--- src/core/tcu8_pkg.sv ---
// package: constants, register map and carrier types of the 8-bit timer/counter
package tcu8_pkg;

    // ----------------------------------------
    // register byte addresses
    // ----------------------------------------
    localparam logic [3:0] tcu8_addr_ctrl = 4'h0;
    localparam logic [3:0] tcu8_addr_count = 4'h4;
    localparam logic [3:0] tcu8_addr_compare = 4'h8;
    localparam logic [3:0] tcu8_addr_flags = 4'hC;
    localparam logic [3:0] tcu8_addr_mask = 4'h0;

    // ----------------------------------------
    // control field positions
    // ----------------------------------------
    localparam int tcu8_pos_src = 0;
    localparam int tcu8_pos_wgm_high = 3;
    localparam int tcu8_pos_action = 4;
    localparam int tcu8_pos_wgm_low = 6;
    localparam int tcu8_pos_force = 7;
    localparam int tcu8_pos_global_ie = 8;

    // ----------------------------------------
    // flag bit positions
    // ----------------------------------------
    localparam int tcu8_pos_ovf = 6;
    localparam int tcu8_pos_cmp = 7;

    // ----------------------------------------
    // values and counts
    // ----------------------------------------
    localparam logic [7:0] tcu8_bottom = 8'h00;
    localparam logic [7:0] tcu8_max = 8'hFF;
    localparam logic [7:0] tcu8_reset_byte = 8'h00;
    localparam logic [2:0] tcu8_src_off = 3'h0;
    localparam logic [2:0] tcu8_src_clk = 3'h1;
    localparam logic [2:0] tcu8_src_div8 = 3'h2;
    localparam logic [2:0] tcu8_src_div64 = 3'h3;
    localparam logic [2:0] tcu8_src_div256 = 3'h4;
    localparam logic [2:0] tcu8_src_div1024 = 3'h5;
    localparam logic [2:0] tcu8_src_ext_fall = 3'h6;
    localparam logic [2:0] tcu8_src_ext_rise = 3'h7;
    localparam int tcu8_prescale_width = 10;
    localparam logic [1:0] tcu8_resp_okay = 2'h0;
    localparam logic [1:0] tcu8_resp_slverr = 2'h2;

    // ----------------------------------------
    // types
    // ----------------------------------------
    typedef enum logic [1:0] {
        tcu8_mode_normal,
        tcu8_mode_pwm_phase,
        tcu8_mode_ctc,
        tcu8_mode_pwm_fast
    } tcu8_mode_t;

    typedef struct packed {
        logic global_ie;
        logic wgm_low;
        logic [1:0] action;
        logic wgm_high;
        logic [2:0] src;
    } tcu8_ctrl_t;

    typedef struct packed {
        logic compare_match_flag;
        logic overflow_flag;
    } tcu8_flags_t;

endpackage

--- src/core/tcu8_timer.sv ---
// design: 8-bit timer/counter with one compare channel behind an axi4-lite slave
`timescale 1ns/100ps
`default_nettype none

module tcu8_timer #(
    parameter int addr_width = 4
) (
    // clock, enable, reset
    input wire logic clk,
    input wire logic clk_en,
    input wire logic rstn,
    // axi4-lite write address and data
    input wire logic [addr_width-1:0] s_axi_awaddr,
    input wire logic s_axi_awvalid,
    output logic s_axi_awready,
    input wire logic [31:0] s_axi_wdata,
    input wire logic [3:0] s_axi_wstrb,
    input wire logic s_axi_wvalid,
    output logic s_axi_wready,
    // axi4-lite write response
    output logic [1:0] s_axi_bresp,
    output logic s_axi_bvalid,
    input wire logic s_axi_bready,
    // axi4-lite read
    input wire logic [addr_width-1:0] s_axi_araddr,
    input wire logic s_axi_arvalid,
    output logic s_axi_arready,
    output logic [31:0] s_axi_rdata,
    output logic [1:0] s_axi_rresp,
    output logic s_axi_rvalid,
    input wire logic s_axi_rready,
    // shared prescaler taps, one-cycle pulses
    input wire logic [3:0] prescale_tap,
    // external count pin and interrupt service
    input wire logic external_count_input,
    input wire logic compare_irq_ack,
    input wire logic overflow_irq_ack,
    // outputs
    output logic compare_output,
    output logic compare_irq,
    output logic overflow_irq
);

    initial begin
        if (addr_width < 4) begin
            $error("addr_width too small for the register map");
        end
    end

    // ----------------------------------------
    // reset release
    // ----------------------------------------
    logic rst_meta, rst_sync_n;
    always_ff @(posedge clk or negedge rstn) begin
        if (!rstn) begin
            rst_meta <= 1'b0;
            rst_sync_n <= 1'b0;
        end else begin
            rst_meta <= 1'b1;
            rst_sync_n <= rst_meta;
        end
    end

    // ----------------------------------------
    // state
    // ----------------------------------------
    tcu8_pkg::tcu8_ctrl_t ctrl;
    tcu8_pkg::tcu8_flags_t flags;
    logic [1:0] irq_mask;
    logic [7:0] timer_count_value;
    logic [7:0] compare_value;
    logic [7:0] compare_buffer;
    logic count_down;
    logic block_match;
    logic match_pending;
    logic ext_sync1, ext_sync2, ext_prev;

    tcu8_pkg::tcu8_mode_t mode;
    assign mode = tcu8_pkg::tcu8_mode_t'({ctrl.wgm_high, ctrl.wgm_low});
    logic pwm_mode;
    assign pwm_mode = mode == tcu8_pkg::tcu8_mode_pwm_fast || mode == tcu8_pkg::tcu8_mode_pwm_phase;

    // ----------------------------------------
    // bus slave
    // ----------------------------------------
    logic aw_held, w_held;
    logic [addr_width-1:0] aw_addr;
    logic [31:0] w_data;
    logic [3:0] w_strb;
    assign s_axi_awready = clk_en && !aw_held && !s_axi_bvalid;
    assign s_axi_wready = clk_en && !w_held && !s_axi_bvalid;
    assign s_axi_arready = clk_en && !s_axi_rvalid;

    logic wr_fire;
    assign wr_fire = clk_en && aw_held && w_held && !s_axi_bvalid;
    logic [3:0] wr_addr;
    assign wr_addr = aw_addr[3:0];
    logic wr_ctrl, wr_count, wr_compare, wr_flags, wr_ok;
    assign wr_ok = aw_addr[addr_width-1:2] <= 3;
    assign wr_ctrl = wr_fire && wr_ok && wr_addr == tcu8_pkg::tcu8_addr_ctrl;
    assign wr_count = wr_fire && wr_ok && wr_addr == tcu8_pkg::tcu8_addr_count && w_strb[0];
    assign wr_compare = wr_fire && wr_ok && wr_addr == tcu8_pkg::tcu8_addr_compare && w_strb[0];
    assign wr_flags = wr_fire && wr_ok && wr_addr == tcu8_pkg::tcu8_addr_flags;

    always_ff @(posedge clk or negedge rst_sync_n) begin
        if (!rst_sync_n) begin
            aw_held <= 1'b0;
            w_held <= 1'b0;
            aw_addr <= '0;
            w_data <= 32'h00000000;
            w_strb <= 4'h0;
            s_axi_bvalid <= 1'b0;
            s_axi_bresp <= tcu8_pkg::tcu8_resp_okay;
        end else if (clk_en) begin
            if (s_axi_awvalid && s_axi_awready) begin
                aw_held <= 1'b1;
                aw_addr <= s_axi_awaddr;
            end
            if (s_axi_wvalid && s_axi_wready) begin
                w_held <= 1'b1;
                w_data <= s_axi_wdata;
                w_strb <= s_axi_wstrb;
            end
            if (wr_fire) begin
                aw_held <= 1'b0;
                w_held <= 1'b0;
                s_axi_bvalid <= 1'b1;
                s_axi_bresp <= wr_ok ? tcu8_pkg::tcu8_resp_okay : tcu8_pkg::tcu8_resp_slverr;
            end else if (s_axi_bready) begin
                s_axi_bvalid <= 1'b0;
            end
        end
    end

    // reads return zero in unused bits; addresses from 0x10 up answer slverr
    logic [31:0] next_rdata;
    always_comb begin
        next_rdata = 32'h00000000;
        case (s_axi_araddr[3:0])
            tcu8_pkg::tcu8_addr_ctrl: begin
                next_rdata[8:0] = {ctrl.global_ie, 1'b0, ctrl.wgm_low, ctrl.action, ctrl.wgm_high, ctrl.src};
                next_rdata[17:16] = irq_mask;
            end
            tcu8_pkg::tcu8_addr_count: next_rdata[7:0] = timer_count_value;
            tcu8_pkg::tcu8_addr_compare: next_rdata[7:0] = pwm_mode ? compare_buffer : compare_value;
            tcu8_pkg::tcu8_addr_flags: begin
                next_rdata[tcu8_pkg::tcu8_pos_cmp] = flags.compare_match_flag;
                next_rdata[tcu8_pkg::tcu8_pos_ovf] = flags.overflow_flag;
            end
            default: next_rdata = 32'h00000000;
        endcase
    end

    always_ff @(posedge clk or negedge rst_sync_n) begin
        if (!rst_sync_n) begin
            s_axi_rvalid <= 1'b0;
            s_axi_rdata <= 32'h00000000;
            s_axi_rresp <= tcu8_pkg::tcu8_resp_okay;
        end else if (clk_en) begin
            if (s_axi_arvalid && s_axi_arready) begin
                s_axi_rvalid <= 1'b1;
                s_axi_rdata <= (s_axi_araddr[addr_width-1:2] <= 3) ? next_rdata : 32'h00000000;
                s_axi_rresp <= (s_axi_araddr[addr_width-1:2] <= 3) ? tcu8_pkg::tcu8_resp_okay
                                                                   : tcu8_pkg::tcu8_resp_slverr;
            end else if (s_axi_rready) begin
                s_axi_rvalid <= 1'b0;
            end
        end
    end

    // ----------------------------------------
    // control and mask registers
    // ----------------------------------------
    logic force_strobe;
    assign force_strobe = wr_ctrl && w_strb[0] && w_data[tcu8_pkg::tcu8_pos_force] && !pwm_mode;

    always_ff @(posedge clk or negedge rst_sync_n) begin
        if (!rst_sync_n) begin
            ctrl <= '0;
            irq_mask <= 2'h0;
        end else if (clk_en && wr_ctrl) begin
            if (w_strb[0]) begin
                ctrl.src <= w_data[tcu8_pkg::tcu8_pos_src +: 3];
                ctrl.wgm_high <= w_data[tcu8_pkg::tcu8_pos_wgm_high];
                ctrl.action <= w_data[tcu8_pkg::tcu8_pos_action +: 2];
                ctrl.wgm_low <= w_data[tcu8_pkg::tcu8_pos_wgm_low];
            end
            if (w_strb[1]) begin
                ctrl.global_ie <= w_data[tcu8_pkg::tcu8_pos_global_ie];
            end
            if (w_strb[2]) begin
                irq_mask <= w_data[17:16];
            end
        end
    end

    // ----------------------------------------
    // tick selection
    // ----------------------------------------
    // the pin is taken synchronous; two stages still guard against slow edges
    always_ff @(posedge clk or negedge rst_sync_n) begin
        if (!rst_sync_n) begin
            ext_sync1 <= 1'b0;
            ext_sync2 <= 1'b0;
            ext_prev <= 1'b0;
        end else if (clk_en) begin
            ext_sync1 <= external_count_input;
            ext_sync2 <= ext_sync1;
            ext_prev <= ext_sync2;
        end
    end

    logic timer_tick;
    always_comb begin
        case (ctrl.src)
            tcu8_pkg::tcu8_src_off: timer_tick = 1'b0;
            tcu8_pkg::tcu8_src_clk: timer_tick = 1'b1;
            tcu8_pkg::tcu8_src_div8: timer_tick = prescale_tap[0];
            tcu8_pkg::tcu8_src_div64: timer_tick = prescale_tap[1];
            tcu8_pkg::tcu8_src_div256: timer_tick = prescale_tap[2];
            tcu8_pkg::tcu8_src_div1024: timer_tick = prescale_tap[3];
            tcu8_pkg::tcu8_src_ext_fall: timer_tick = ext_prev && !ext_sync2;
            tcu8_pkg::tcu8_src_ext_rise: timer_tick = !ext_prev && ext_sync2;
            default: timer_tick = 1'b0;
        endcase
    end

    // ----------------------------------------
    // counter
    // ----------------------------------------
    logic [7:0] top_value;
    assign top_value = (mode == tcu8_pkg::tcu8_mode_ctc) ? compare_value : tcu8_pkg::tcu8_max;
    logic at_top, at_bottom, equal;
    assign at_top = timer_count_value == top_value;
    assign at_bottom = timer_count_value == tcu8_pkg::tcu8_bottom;
    assign equal = timer_count_value == compare_value;

    logic [7:0] next_count;
    logic next_down;
    always_comb begin
        next_count = timer_count_value;
        next_down = count_down;
        case (mode)
            tcu8_pkg::tcu8_mode_normal: next_count = timer_count_value + 8'h01;
            tcu8_pkg::tcu8_mode_ctc: next_count = at_top ? tcu8_pkg::tcu8_bottom
                                                       : timer_count_value + 8'h01;
            tcu8_pkg::tcu8_mode_pwm_fast: next_count = at_top ? tcu8_pkg::tcu8_bottom
                                                            : timer_count_value + 8'h01;
            tcu8_pkg::tcu8_mode_pwm_phase: begin
                if (at_top) begin
                    next_down = 1'b1;
                end else if (at_bottom) begin
                    next_down = 1'b0;
                end
                next_count = next_down ? timer_count_value - 8'h01 : timer_count_value + 8'h01;
            end
            default: next_count = timer_count_value;
        endcase
    end

    always_ff @(posedge clk or negedge rst_sync_n) begin
        if (!rst_sync_n) begin
            timer_count_value <= tcu8_pkg::tcu8_reset_byte;
            count_down <= 1'b0;
        end else if (clk_en) begin
            if (wr_count) begin
                timer_count_value <= w_data[7:0];
            end else if (timer_tick) begin
                timer_count_value <= next_count;
                count_down <= next_down;
            end
        end
    end

    // ----------------------------------------
    // compare register and buffer
    // ----------------------------------------
    always_ff @(posedge clk or negedge rst_sync_n) begin
        if (!rst_sync_n) begin
            compare_value <= tcu8_pkg::tcu8_reset_byte;
            compare_buffer <= tcu8_pkg::tcu8_reset_byte;
        end else if (clk_en) begin
            if (wr_compare) begin
                compare_buffer <= w_data[7:0];
                if (!pwm_mode) begin
                    compare_value <= w_data[7:0];
                end
            end
            if (pwm_mode && timer_tick && (at_top || at_bottom)) begin
                compare_value <= compare_buffer;
            end
        end
    end

    // ----------------------------------------
    // match, flags and output
    // ----------------------------------------
    // a counter write arms the block until the next tick, so a stopped timer stays blocked
    always_ff @(posedge clk or negedge rst_sync_n) begin
        if (!rst_sync_n) begin
            block_match <= 1'b0;
            match_pending <= 1'b0;
        end else if (clk_en) begin
            if (wr_count) begin
                block_match <= 1'b1;
                match_pending <= 1'b0;
            end else if (timer_tick) begin
                block_match <= 1'b0;
                match_pending <= equal && !block_match;
            end
        end
    end

    logic match_event;
    assign match_event = timer_tick && match_pending;
    logic ovf_event;
    assign ovf_event = timer_tick && !wr_count && (pwm_mode ? (mode == tcu8_pkg::tcu8_mode_pwm_fast
                           ? at_top : at_bottom && count_down) : next_count == tcu8_pkg::tcu8_bottom
                           && timer_count_value == tcu8_pkg::tcu8_max);

    // set wins over software or service clear
    always_ff @(posedge clk or negedge rst_sync_n) begin
        if (!rst_sync_n) begin
            flags <= '0;
        end else if (clk_en) begin
            if (match_event) begin
                flags.compare_match_flag <= 1'b1;
            end else if (compare_irq_ack || (wr_flags && w_strb[0] && w_data[tcu8_pkg::tcu8_pos_cmp])) begin
                flags.compare_match_flag <= 1'b0;
            end
            if (ovf_event) begin
                flags.overflow_flag <= 1'b1;
            end else if (overflow_irq_ack || (wr_flags && w_strb[0] && w_data[tcu8_pkg::tcu8_pos_ovf])) begin
                flags.overflow_flag <= 1'b0;
            end
        end
    end

    // mode changes leave the output register alone
    always_ff @(posedge clk or negedge rst_sync_n) begin
        if (!rst_sync_n) begin
            compare_output <= 1'b0;
        end else if (clk_en && (match_event || force_strobe)) begin
            case (wr_ctrl && w_strb[0] ? w_data[tcu8_pkg::tcu8_pos_action +: 2] : ctrl.action)
                2'h1: compare_output <= pwm_mode ? compare_output : !compare_output;
                2'h2: compare_output <= 1'b0;
                2'h3: compare_output <= 1'b1;
                default: compare_output <= compare_output;
            endcase
        end
    end

    assign compare_irq = flags.compare_match_flag && irq_mask[1] && ctrl.global_ie;
    assign overflow_irq = flags.overflow_flag && irq_mask[0] && ctrl.global_ie;

    // ----------------------------------------
    // checks
    // ----------------------------------------
    halt_hold_a: assert property (@(posedge clk) disable iff (!rst_sync_n)
        clk_en && ctrl.src == tcu8_pkg::tcu8_src_off && !wr_count |=> $stable(timer_count_value))
        else $error("counter moved while halted");
    write_prio_a: assert property (@(posedge clk) disable iff (!rst_sync_n)
        wr_count |=> timer_count_value == $past(w_data[7:0]))
        else $error("counter write lost");
    flag_set_a: assert property (@(posedge clk) disable iff (!rst_sync_n)
        clk_en && timer_tick && !wr_count && equal && !block_match ##1 clk_en && timer_tick
        |=> flags.compare_match_flag)
        else $error("match flag not set on next tick");
    write_block_a: assert property (@(posedge clk) disable iff (!rst_sync_n)
        wr_count ##1 (clk_en && timer_tick && !wr_count) ##1 (clk_en && timer_tick) |-> !match_event)
        else $error("match not blocked after counter write");
    irq_gate_a: assert property (@(posedge clk) disable iff (!rst_sync_n)
        match_event && clk_en && irq_mask[1] && ctrl.global_ie && !wr_ctrl |=> compare_irq)
        else $error("compare irq missing after match");
    ctc_clear_a: assert property (@(posedge clk) disable iff (!rst_sync_n)
        clk_en && timer_tick && !wr_count && mode == tcu8_pkg::tcu8_mode_ctc && equal
        |=> timer_count_value == tcu8_pkg::tcu8_bottom)
        else $error("ctc did not clear");
    wrap_ovf_a: assert property (@(posedge clk) disable iff (!rst_sync_n)
        clk_en && timer_tick && !wr_count && mode == tcu8_pkg::tcu8_mode_normal && timer_count_value == 8'hFF
        |=> timer_count_value == 8'h00 && flags.overflow_flag)
        else $error("normal wrap without overflow");
    force_noflag_a: assert property (@(posedge clk) disable iff (!rst_sync_n)
        force_strobe && !match_event && !flags.compare_match_flag |=> !flags.compare_match_flag)
        else $error("force set the match flag");
    buffer_hold_a: assert property (@(posedge clk) disable iff (!rst_sync_n)
        pwm_mode && !(clk_en && timer_tick && (at_top || at_bottom)) && !wr_ctrl |=> $stable(compare_value))
        else $error("active compare changed off top and bottom");

endmodule

`default_nettype wire

--- config.mk ---
export PLATFORM = sky130hd
export DESIGN_NAME = tcu8_timer
export DESIGN_NICKNAME = d
export VERILOG_FILES = /design/src/core/tcu8_pkg.sv /design/src/core/tcu8_timer.sv
export SDC_FILE = /design/constraint.sdc
export NUM_CORES = 1
export LEC_CHECK = 0
export ABC_AREA = 1
export ABC_CLOCK_PERIOD_IN_PS = 2700
export BUFFER_PORTS_ARGS = -buffer_cell sky130_fd_sc_hd__buf_2
export CAP_MARGIN = 25
export CORE_ASPECT_RATIO = 0.6
export CORE_UTILIZATION = 35
export CTS_BUF_LIST = sky130_fd_sc_hd__clkbuf_8
export DETAILED_ROUTE_END_ITERATION = 8
export PLACE_DENSITY_LB_ADDON = 0.25
export REMOVE_ABC_BUFFERS = 1
export SYNTH_ARGS = -nofsm -noshare
export SYNTH_HDL_FRONTEND = slang
export SYNTH_SLANG_ARGS = --single-unit
--- constraint.sdc ---
create_clock -name clk -period 2.7 [get_ports clk]
set_clock_uncertainty 0.1 [all_clocks]
set_input_delay 0.54 -clock clk [delete_from_list [all_inputs] [get_ports clk]]
set_output_delay 0.54 -clock clk [all_outputs]
set_load 0.01 [all_outputs]
After elaboration in Yosys (flattened, before gate mapping) --
Index checks and enable logic that the tools add are counted.
Word-level totals: flip-flop bits (word level) 85, latch bits 0, memory bits (writable) 0, ROM bits 0, input port bits 59, output and inout port bits 44, word-level logic and storage cells 181, memories kept 0
Operators by class: $add $sub $neg 2, multipliers 0, divide/modulo/power cells 0, magnitude comparators 0, equality and inequality tests 24, shift-type cells 0, multiplexer cells 39, bitwise logic cells 1, reductions and logical operators 87
Operator list (count):
- $mux 8 | 9
- $logic_and 1x1->1 | 39
- $reduce_and 2->1 | 14
- $pmux 8 s3 | 1
- $mux 1 | 23
- $pmux 6 s3 | 1
- $eq 4x4->1 const B | 4
- $eq 8x8->1 | 2
- $logic_not 8->1 | 2
- $reduce_bool 2->1 | 8
- $eq 3x3->1 const B | 4
- $logic_not 1->1 | 10
- $add 8x1->8 const B | 1
- $eq 2x2->1 const B | 4
- $eq 4x3->1 const B | 2
- $eq 8x8->1 const B | 1
- $logic_not 4->1 | 2
- $pmux 1 s8 | 1
- $pmux 2 s4 | 1
- $sub 8x1->8 const B | 1
- $eq 3x2->1 const B | 2
- $reduce_and 3->1 | 2
- $logic_or 1x1->1 | 5
- $eq 2x1->1 const B | 2
- other kinds (11) | 12

Logic depth before layout (Yosys ltp) --
depth in word-level cells 13, depth in mapped cells 16, depth with buffers taken out 16

Worst setup path after synthesis --
Ideal clock, no wire load.
path type input -> register, start point input clk_en, end point register compare_value[5], library setup time 76 ps, data arrival time 1867 ps, setup slack 657 ps, stages on the path 9, cell sequence buf_6 inv_4 or2_4 nor2_8 nand3_1 o22ai_4 buf_6 o211ai_1 o21ai_1
Between the ends: cells in the longest elaborated chain, start to end 7
Ends and longest elaborated chain:
- start, declared | line tcu8_timer.sv:10 | input wire logic clk_en,
- $logic_and 1x1->1 (3 in series) | line tcu8_timer.sv:95 | assign wr_fire = clk_en && aw_held && w_held && !s_axi_bvalid;
- $logic_and 1x1->1 (2 in series) | line tcu8_timer.sv:102 | assign wr_compare = wr_fire && wr_ok && wr_addr == tcu8_pkg::tcu8_addr_compare && w_strb[0];
- $reduce_bool 2->1 (no source line)
- $reduce_and 3->1 (no source line) *
- end signal, assigned | line tcu8_timer.sv:280 | compare_value <= tcu8_pkg::tcu8_reset_byte;
- end signal, assigned | line tcu8_timer.sv:286 | compare_value <= w_data[7:0];
- end signal, assigned | line tcu8_timer.sv:290 | compare_value <= compare_buffer;
- end, declared | line tcu8_timer.sv:71 | logic [7:0] compare_value;
Every way passes the cells marked *; elsewhere a longest branch is shown, timed or not. A chain may end at the register's enable or synchronous reset.

Final worst setup path --
start point register ctrl[6] (netlist name), end point register flags[0] (netlist name)
Between the ends: cells in the longest elaborated chain, start to end 13
Ends and longest elaborated chain:
- start, declared | line tcu8_timer.sv:67 | tcu8_pkg::tcu8_ctrl_t ctrl;
- $eq 2x2->1 | line tcu8_timer.sv:232, tcu8_timer.sv:243
- $mux 8 | line tcu8_timer.sv:232 | assign top_value = (mode == tcu8_pkg::tcu8_mode_ctc) ? compare_value : tcu8_pkg::tcu8_max;
- $eq 8x8->1 | line tcu8_timer.sv:234 | assign at_top = timer_count_value == top_value;
- $mux 1 | line tcu8_timer.sv:250 | if (at_top) begin
- $mux 1 | line tcu8_timer.sv:243 | case (mode)
- $mux 8 | line tcu8_timer.sv:255 | next_count = next_down ? timer_count_value - 8'h01 : timer_count_value + 8'h01;
- $pmux 8 s3 | line tcu8_timer.sv:243
- $logic_not 8->1 | line tcu8_timer.sv:318 | ? at_top : at_bottom && count_down) : next_count == tcu8_pkg::tcu8_bottom
- $logic_and 1x1->1 | line tcu8_timer.sv:319 | && timer_count_value == tcu8_pkg::tcu8_max);
- $mux 1 * | line tcu8_timer.sv:317 | assign ovf_event = timer_tick && !wr_count && (pwm_mode ? (mode == tcu8_pkg::tcu8_mode_pwm_fast
- $logic_and 1x1->1 * | line tcu8_timer.sv:317
- $reduce_bool 2->1 (no source line)
- $reduce_and 2->1 (no source line)
- end, declared | line tcu8_timer.sv:68 | tcu8_pkg::tcu8_flags_t flags;
Every way passes the cells marked *; elsewhere a longest branch is shown, timed or not. The select of a mux whose other input is x is not followed.

==> results.md <==
- Gate power share: a little under two fifths
- Clock slew at reported path FFs: 0.08 ns
- RSZ-0062 raised after global routing: false
- Worst hold path type: flop to asynchronous set/reset pin
- Post-route ant nets: 0
- DPL Wire Length: slightly below 10000 um
- Initial Utilization: a little over a third
- Vias in the first global route: approximately 4000
- Multi-input gate area: approximately 2100 um2
- Largest net degree at the start of global routing: 39
- Switching share of power: 42.4%
- R2R Setup Slk: between 0.2 and 0.25 ns
- Grt ovf: 0
- Clk buf depth: 2
- Number of synthesized register bits: a little under 80
- Row count: 31
- FF-to-FF End: flags[0]
- Die width: about 150 um
- All-layer global routing usage: a little over a fifth
- TritonCTS Buffers: 9
- Warnings, synthesis: 0
- Total setup buffers inserted after CTS: 0
- Post-synth ARST share: 100%
- Critical path peak fanout: 14
- Die height: approximately 90 um
- Critical setup path kind: flop to flop
- Met1 usage: 31.5%
- Worst reg2reg startpoint: ctrl[6]
- Routed len/inst: between 15 and 20 um
- Routability cong.: about 0.96
- WL final: 12800 um
- # IOs: between 100 and 150
- Layout area overhead: 15.3%
- Startpoint types: flop
- Nets: approximately 700
- Met2 GRT Util: between 20 and 30%
- Max cap viols: 0
- WP data arrival: 2.69 ns
- Fillers: ~1300
- Min cycle time layout: roughly 2.5 ns
- Pwr per Cell Area: 932 nW/um2
- Clk Latency, worst-skew pair: 0.36 ns
- Part of the power in registers: about 40%
- Setup crit start: ctrl[6]
- Root Driver: clkbuf_8
- TritonCTS Sinks: 78
- Peak VDD IR: ~0.00032 V
- Main synth FF type: dfrtp_1
- Gr busiest metal: met1
- Synth Cell Area: approximately 4500 um2
- Least-Margin Pin Slew: between 0.6 and 0.7 ns
- Register area: approximately 2000 um2
- Final Cycle Share: 92.1%
- Met3 GRT Util: 6.72%
- Clock share of power: roughly 23%
- Via density: 5.07
- Cells after Synth: 592
- P_int: 2.77 mW
- Vias: around 4200
- Iteration-0 DRC Markers: approximately 380
- Crit. End Element: flop
- FF-to-FF path depth: 15
- Hold Vio Cnt, Final: 0
- First-pass DRT Iterations: 4
- Number of synthesized flops with an enable pin: 0
- Synth unique cells: 46
- Drt drc: 0
- Die footprint: roughly 13000 um2
- Max Slew Vio Count: 0
- Hold WS: roughly 0.22 ns
- Port Buffer Count: 55
- First-pass GRT wire length: between 20000 and 25000 um
- Final core utilization: approximately 42%
- Setup TNS: 0 ns
- CTS tree: yes
- Syn Area/Cell: 7.56 um2
- P_sw: approximately 2.0 mW
- Final setup vio count: 0
- H-tree Lvls: 3
- Relative slew slack: a little over half
- Leakage: ~2.6 nW
- Core area: around 12000 um2
- Status: completed
- Antenna violations before repair: 0
- Max Clock Freq: a little over 0.4 GHz
- Post-synthesis sequential area ratio: a little over two fifths
- Req. time, crit path: about 2.9 ns
- N_diodes: 0
- Share of post-route cells with drive strength above 1: 16.9%
worst max path at each step:
stage / slack, ns / to
final: 0.21 / flags[0]
after global placement: 0.36 / flags[0]
after floorplan: 0.27 / aw_addr[0]
after CTS: 0.34 / flags[0]
after detailed placement: 0.37 / flags[0]
after global routing: 0.07 / flags[0]
routing by layer:
metal,wire length [um],share of wire [%]
met5,0,0
met3,1270,10
met4,190,1.5
met1,6630,52
met2,4660,37
registers in the layout, indices dropped and copies added, names as in the netlist, 2 cells and up:
name               count
irq_mask               2
timer_count_value      8
compare_value          8
compare_buffer         8
aw_addr                4
ctrl                   8
s_axi_rdata           11
w_data                11
flags                  2
w_strb                 3
through the flow:
step	total power, mW	cell area (um2)	setup slack (ns)	std cells
final	4.81	5160	0.214	827
after detailed placement	3.70	4910	0.372	810
after CTS	4.81	5160	0.344	827
after global placement	3.65	4910	0.359	810
after floorplan	3.05	4280	0.267	573
after global routing	5.18	5160	0.0737	827
cell families (layout without fill, tap and decap cells):
family	count (synthesis)	after routing	share of synthesized area, %
other cells	2	26	0.168
flops	78	78	43.6
fa+ha+maj	3	3	0.839
simple gates	285	285	27.4
buf+inv	98	144	11.0
compound gates	116	116	15.0
xor+xnor	10	10	1.96
timing repair:
action,in CTS,in global routing
resized for setup,0,0
hold endpoints to repair,2,0
hold buffers,1,0
worst max-delay path: stages, from the launching register on:
cell and delay, ns:
dfrtp_1 0.49, inv_2 0.25, nand3_1 0.10, nand2_1 0.13, nand2_1 0.08, nor2_2 0.15
nand3_2 0.21, nand2_2 0.21, nand2_1 0.08, nand3_1 0.07, nand2_1 0.06, nor2_1 0.17
nand2_1 0.08, nand2_1 0.06, nand2_1 0.11, nand2_1 0.09
cell type report:
class / count / share of cell area [%]
multi-input cells: 440 / 41.1
flip-flops and latches: 78 / 37.9
repair buffers: 73 / 8.24
inverters: 55 / 4.05
well taps: 165 / 4.00
clock buffers: 10 / 2.67
clock inverters: 6 / 2.11
cells in the mapped netlist, types with 2 or more instances:
cell	number	area, um2
nand2_1	191	717
dfrtp_1	78	1950
o21ai_0	73	365
inv_1	45	169
nand3_1	37	185
nor2_1	29	109
buf_4	25	188
o211ai_1	14	105
clkbuf_1	8	30.0
inv_2	8	30.0
nor3_1	8	40.0
xor2_1	8	70.1
a21oi_1	7	35.0
buf_2	6	30.0
o21ai_1	5	25.0
nor2_2	4	25.0
a31oi_1	3	18.8
buf_6	3	33.8
ha_1	3	37.5
nand4_1	3	18.8
conb_1	2	7.51
nand2_2	2	12.5
nand3_2	2	20.0
nand3b_1	2	15.0
o2111ai_1	2	17.5
o21a_1	2	15.0
o22ai_1	2	12.5
xnor2_1	2	17.5
power by group through the flow:
stage / registers [mW] / logic [mW] / clock network (mW)
floorplan: 1.82 / 1.22 / 0
global route: 1.94 / 2.08 / 1.16
finish: 1.88 / 1.84 / 1.09
CTS: 1.88 / 1.81 / 1.12
global placement: 1.89 / 1.76 / 0
detailed placement: 1.89 / 1.80 / 0
cell usage in the layout, fill, tap and decap left out, types with 3 or more instances in the layout:
| cell | n |
|---|---|
| ha_1 | 3 |
| a21oi_1 | 7 |
| o211ai_1 | 14 |
| conb_1 | 26 |
| buf_2 | 55 |
| o21ai_1 | 5 |
| clkbuf_8 | 10 |
| nand3_1 | 37 |
| o21ai_0 | 73 |
| buf_4 | 16 |
| bufinv_16 | 3 |
| inv_1 | 45 |
| a31oi_1 | 3 |
| inv_2 | 8 |
| nor2_1 | 29 |
| nor2_2 | 4 |
| nor3_1 | 8 |
| nand2_1 | 191 |
| nand4_1 | 3 |
| dfrtp_1 | 77 |
| xor2_1 | 8 |
Note: power is estimated with default switching activity, not from simulation.
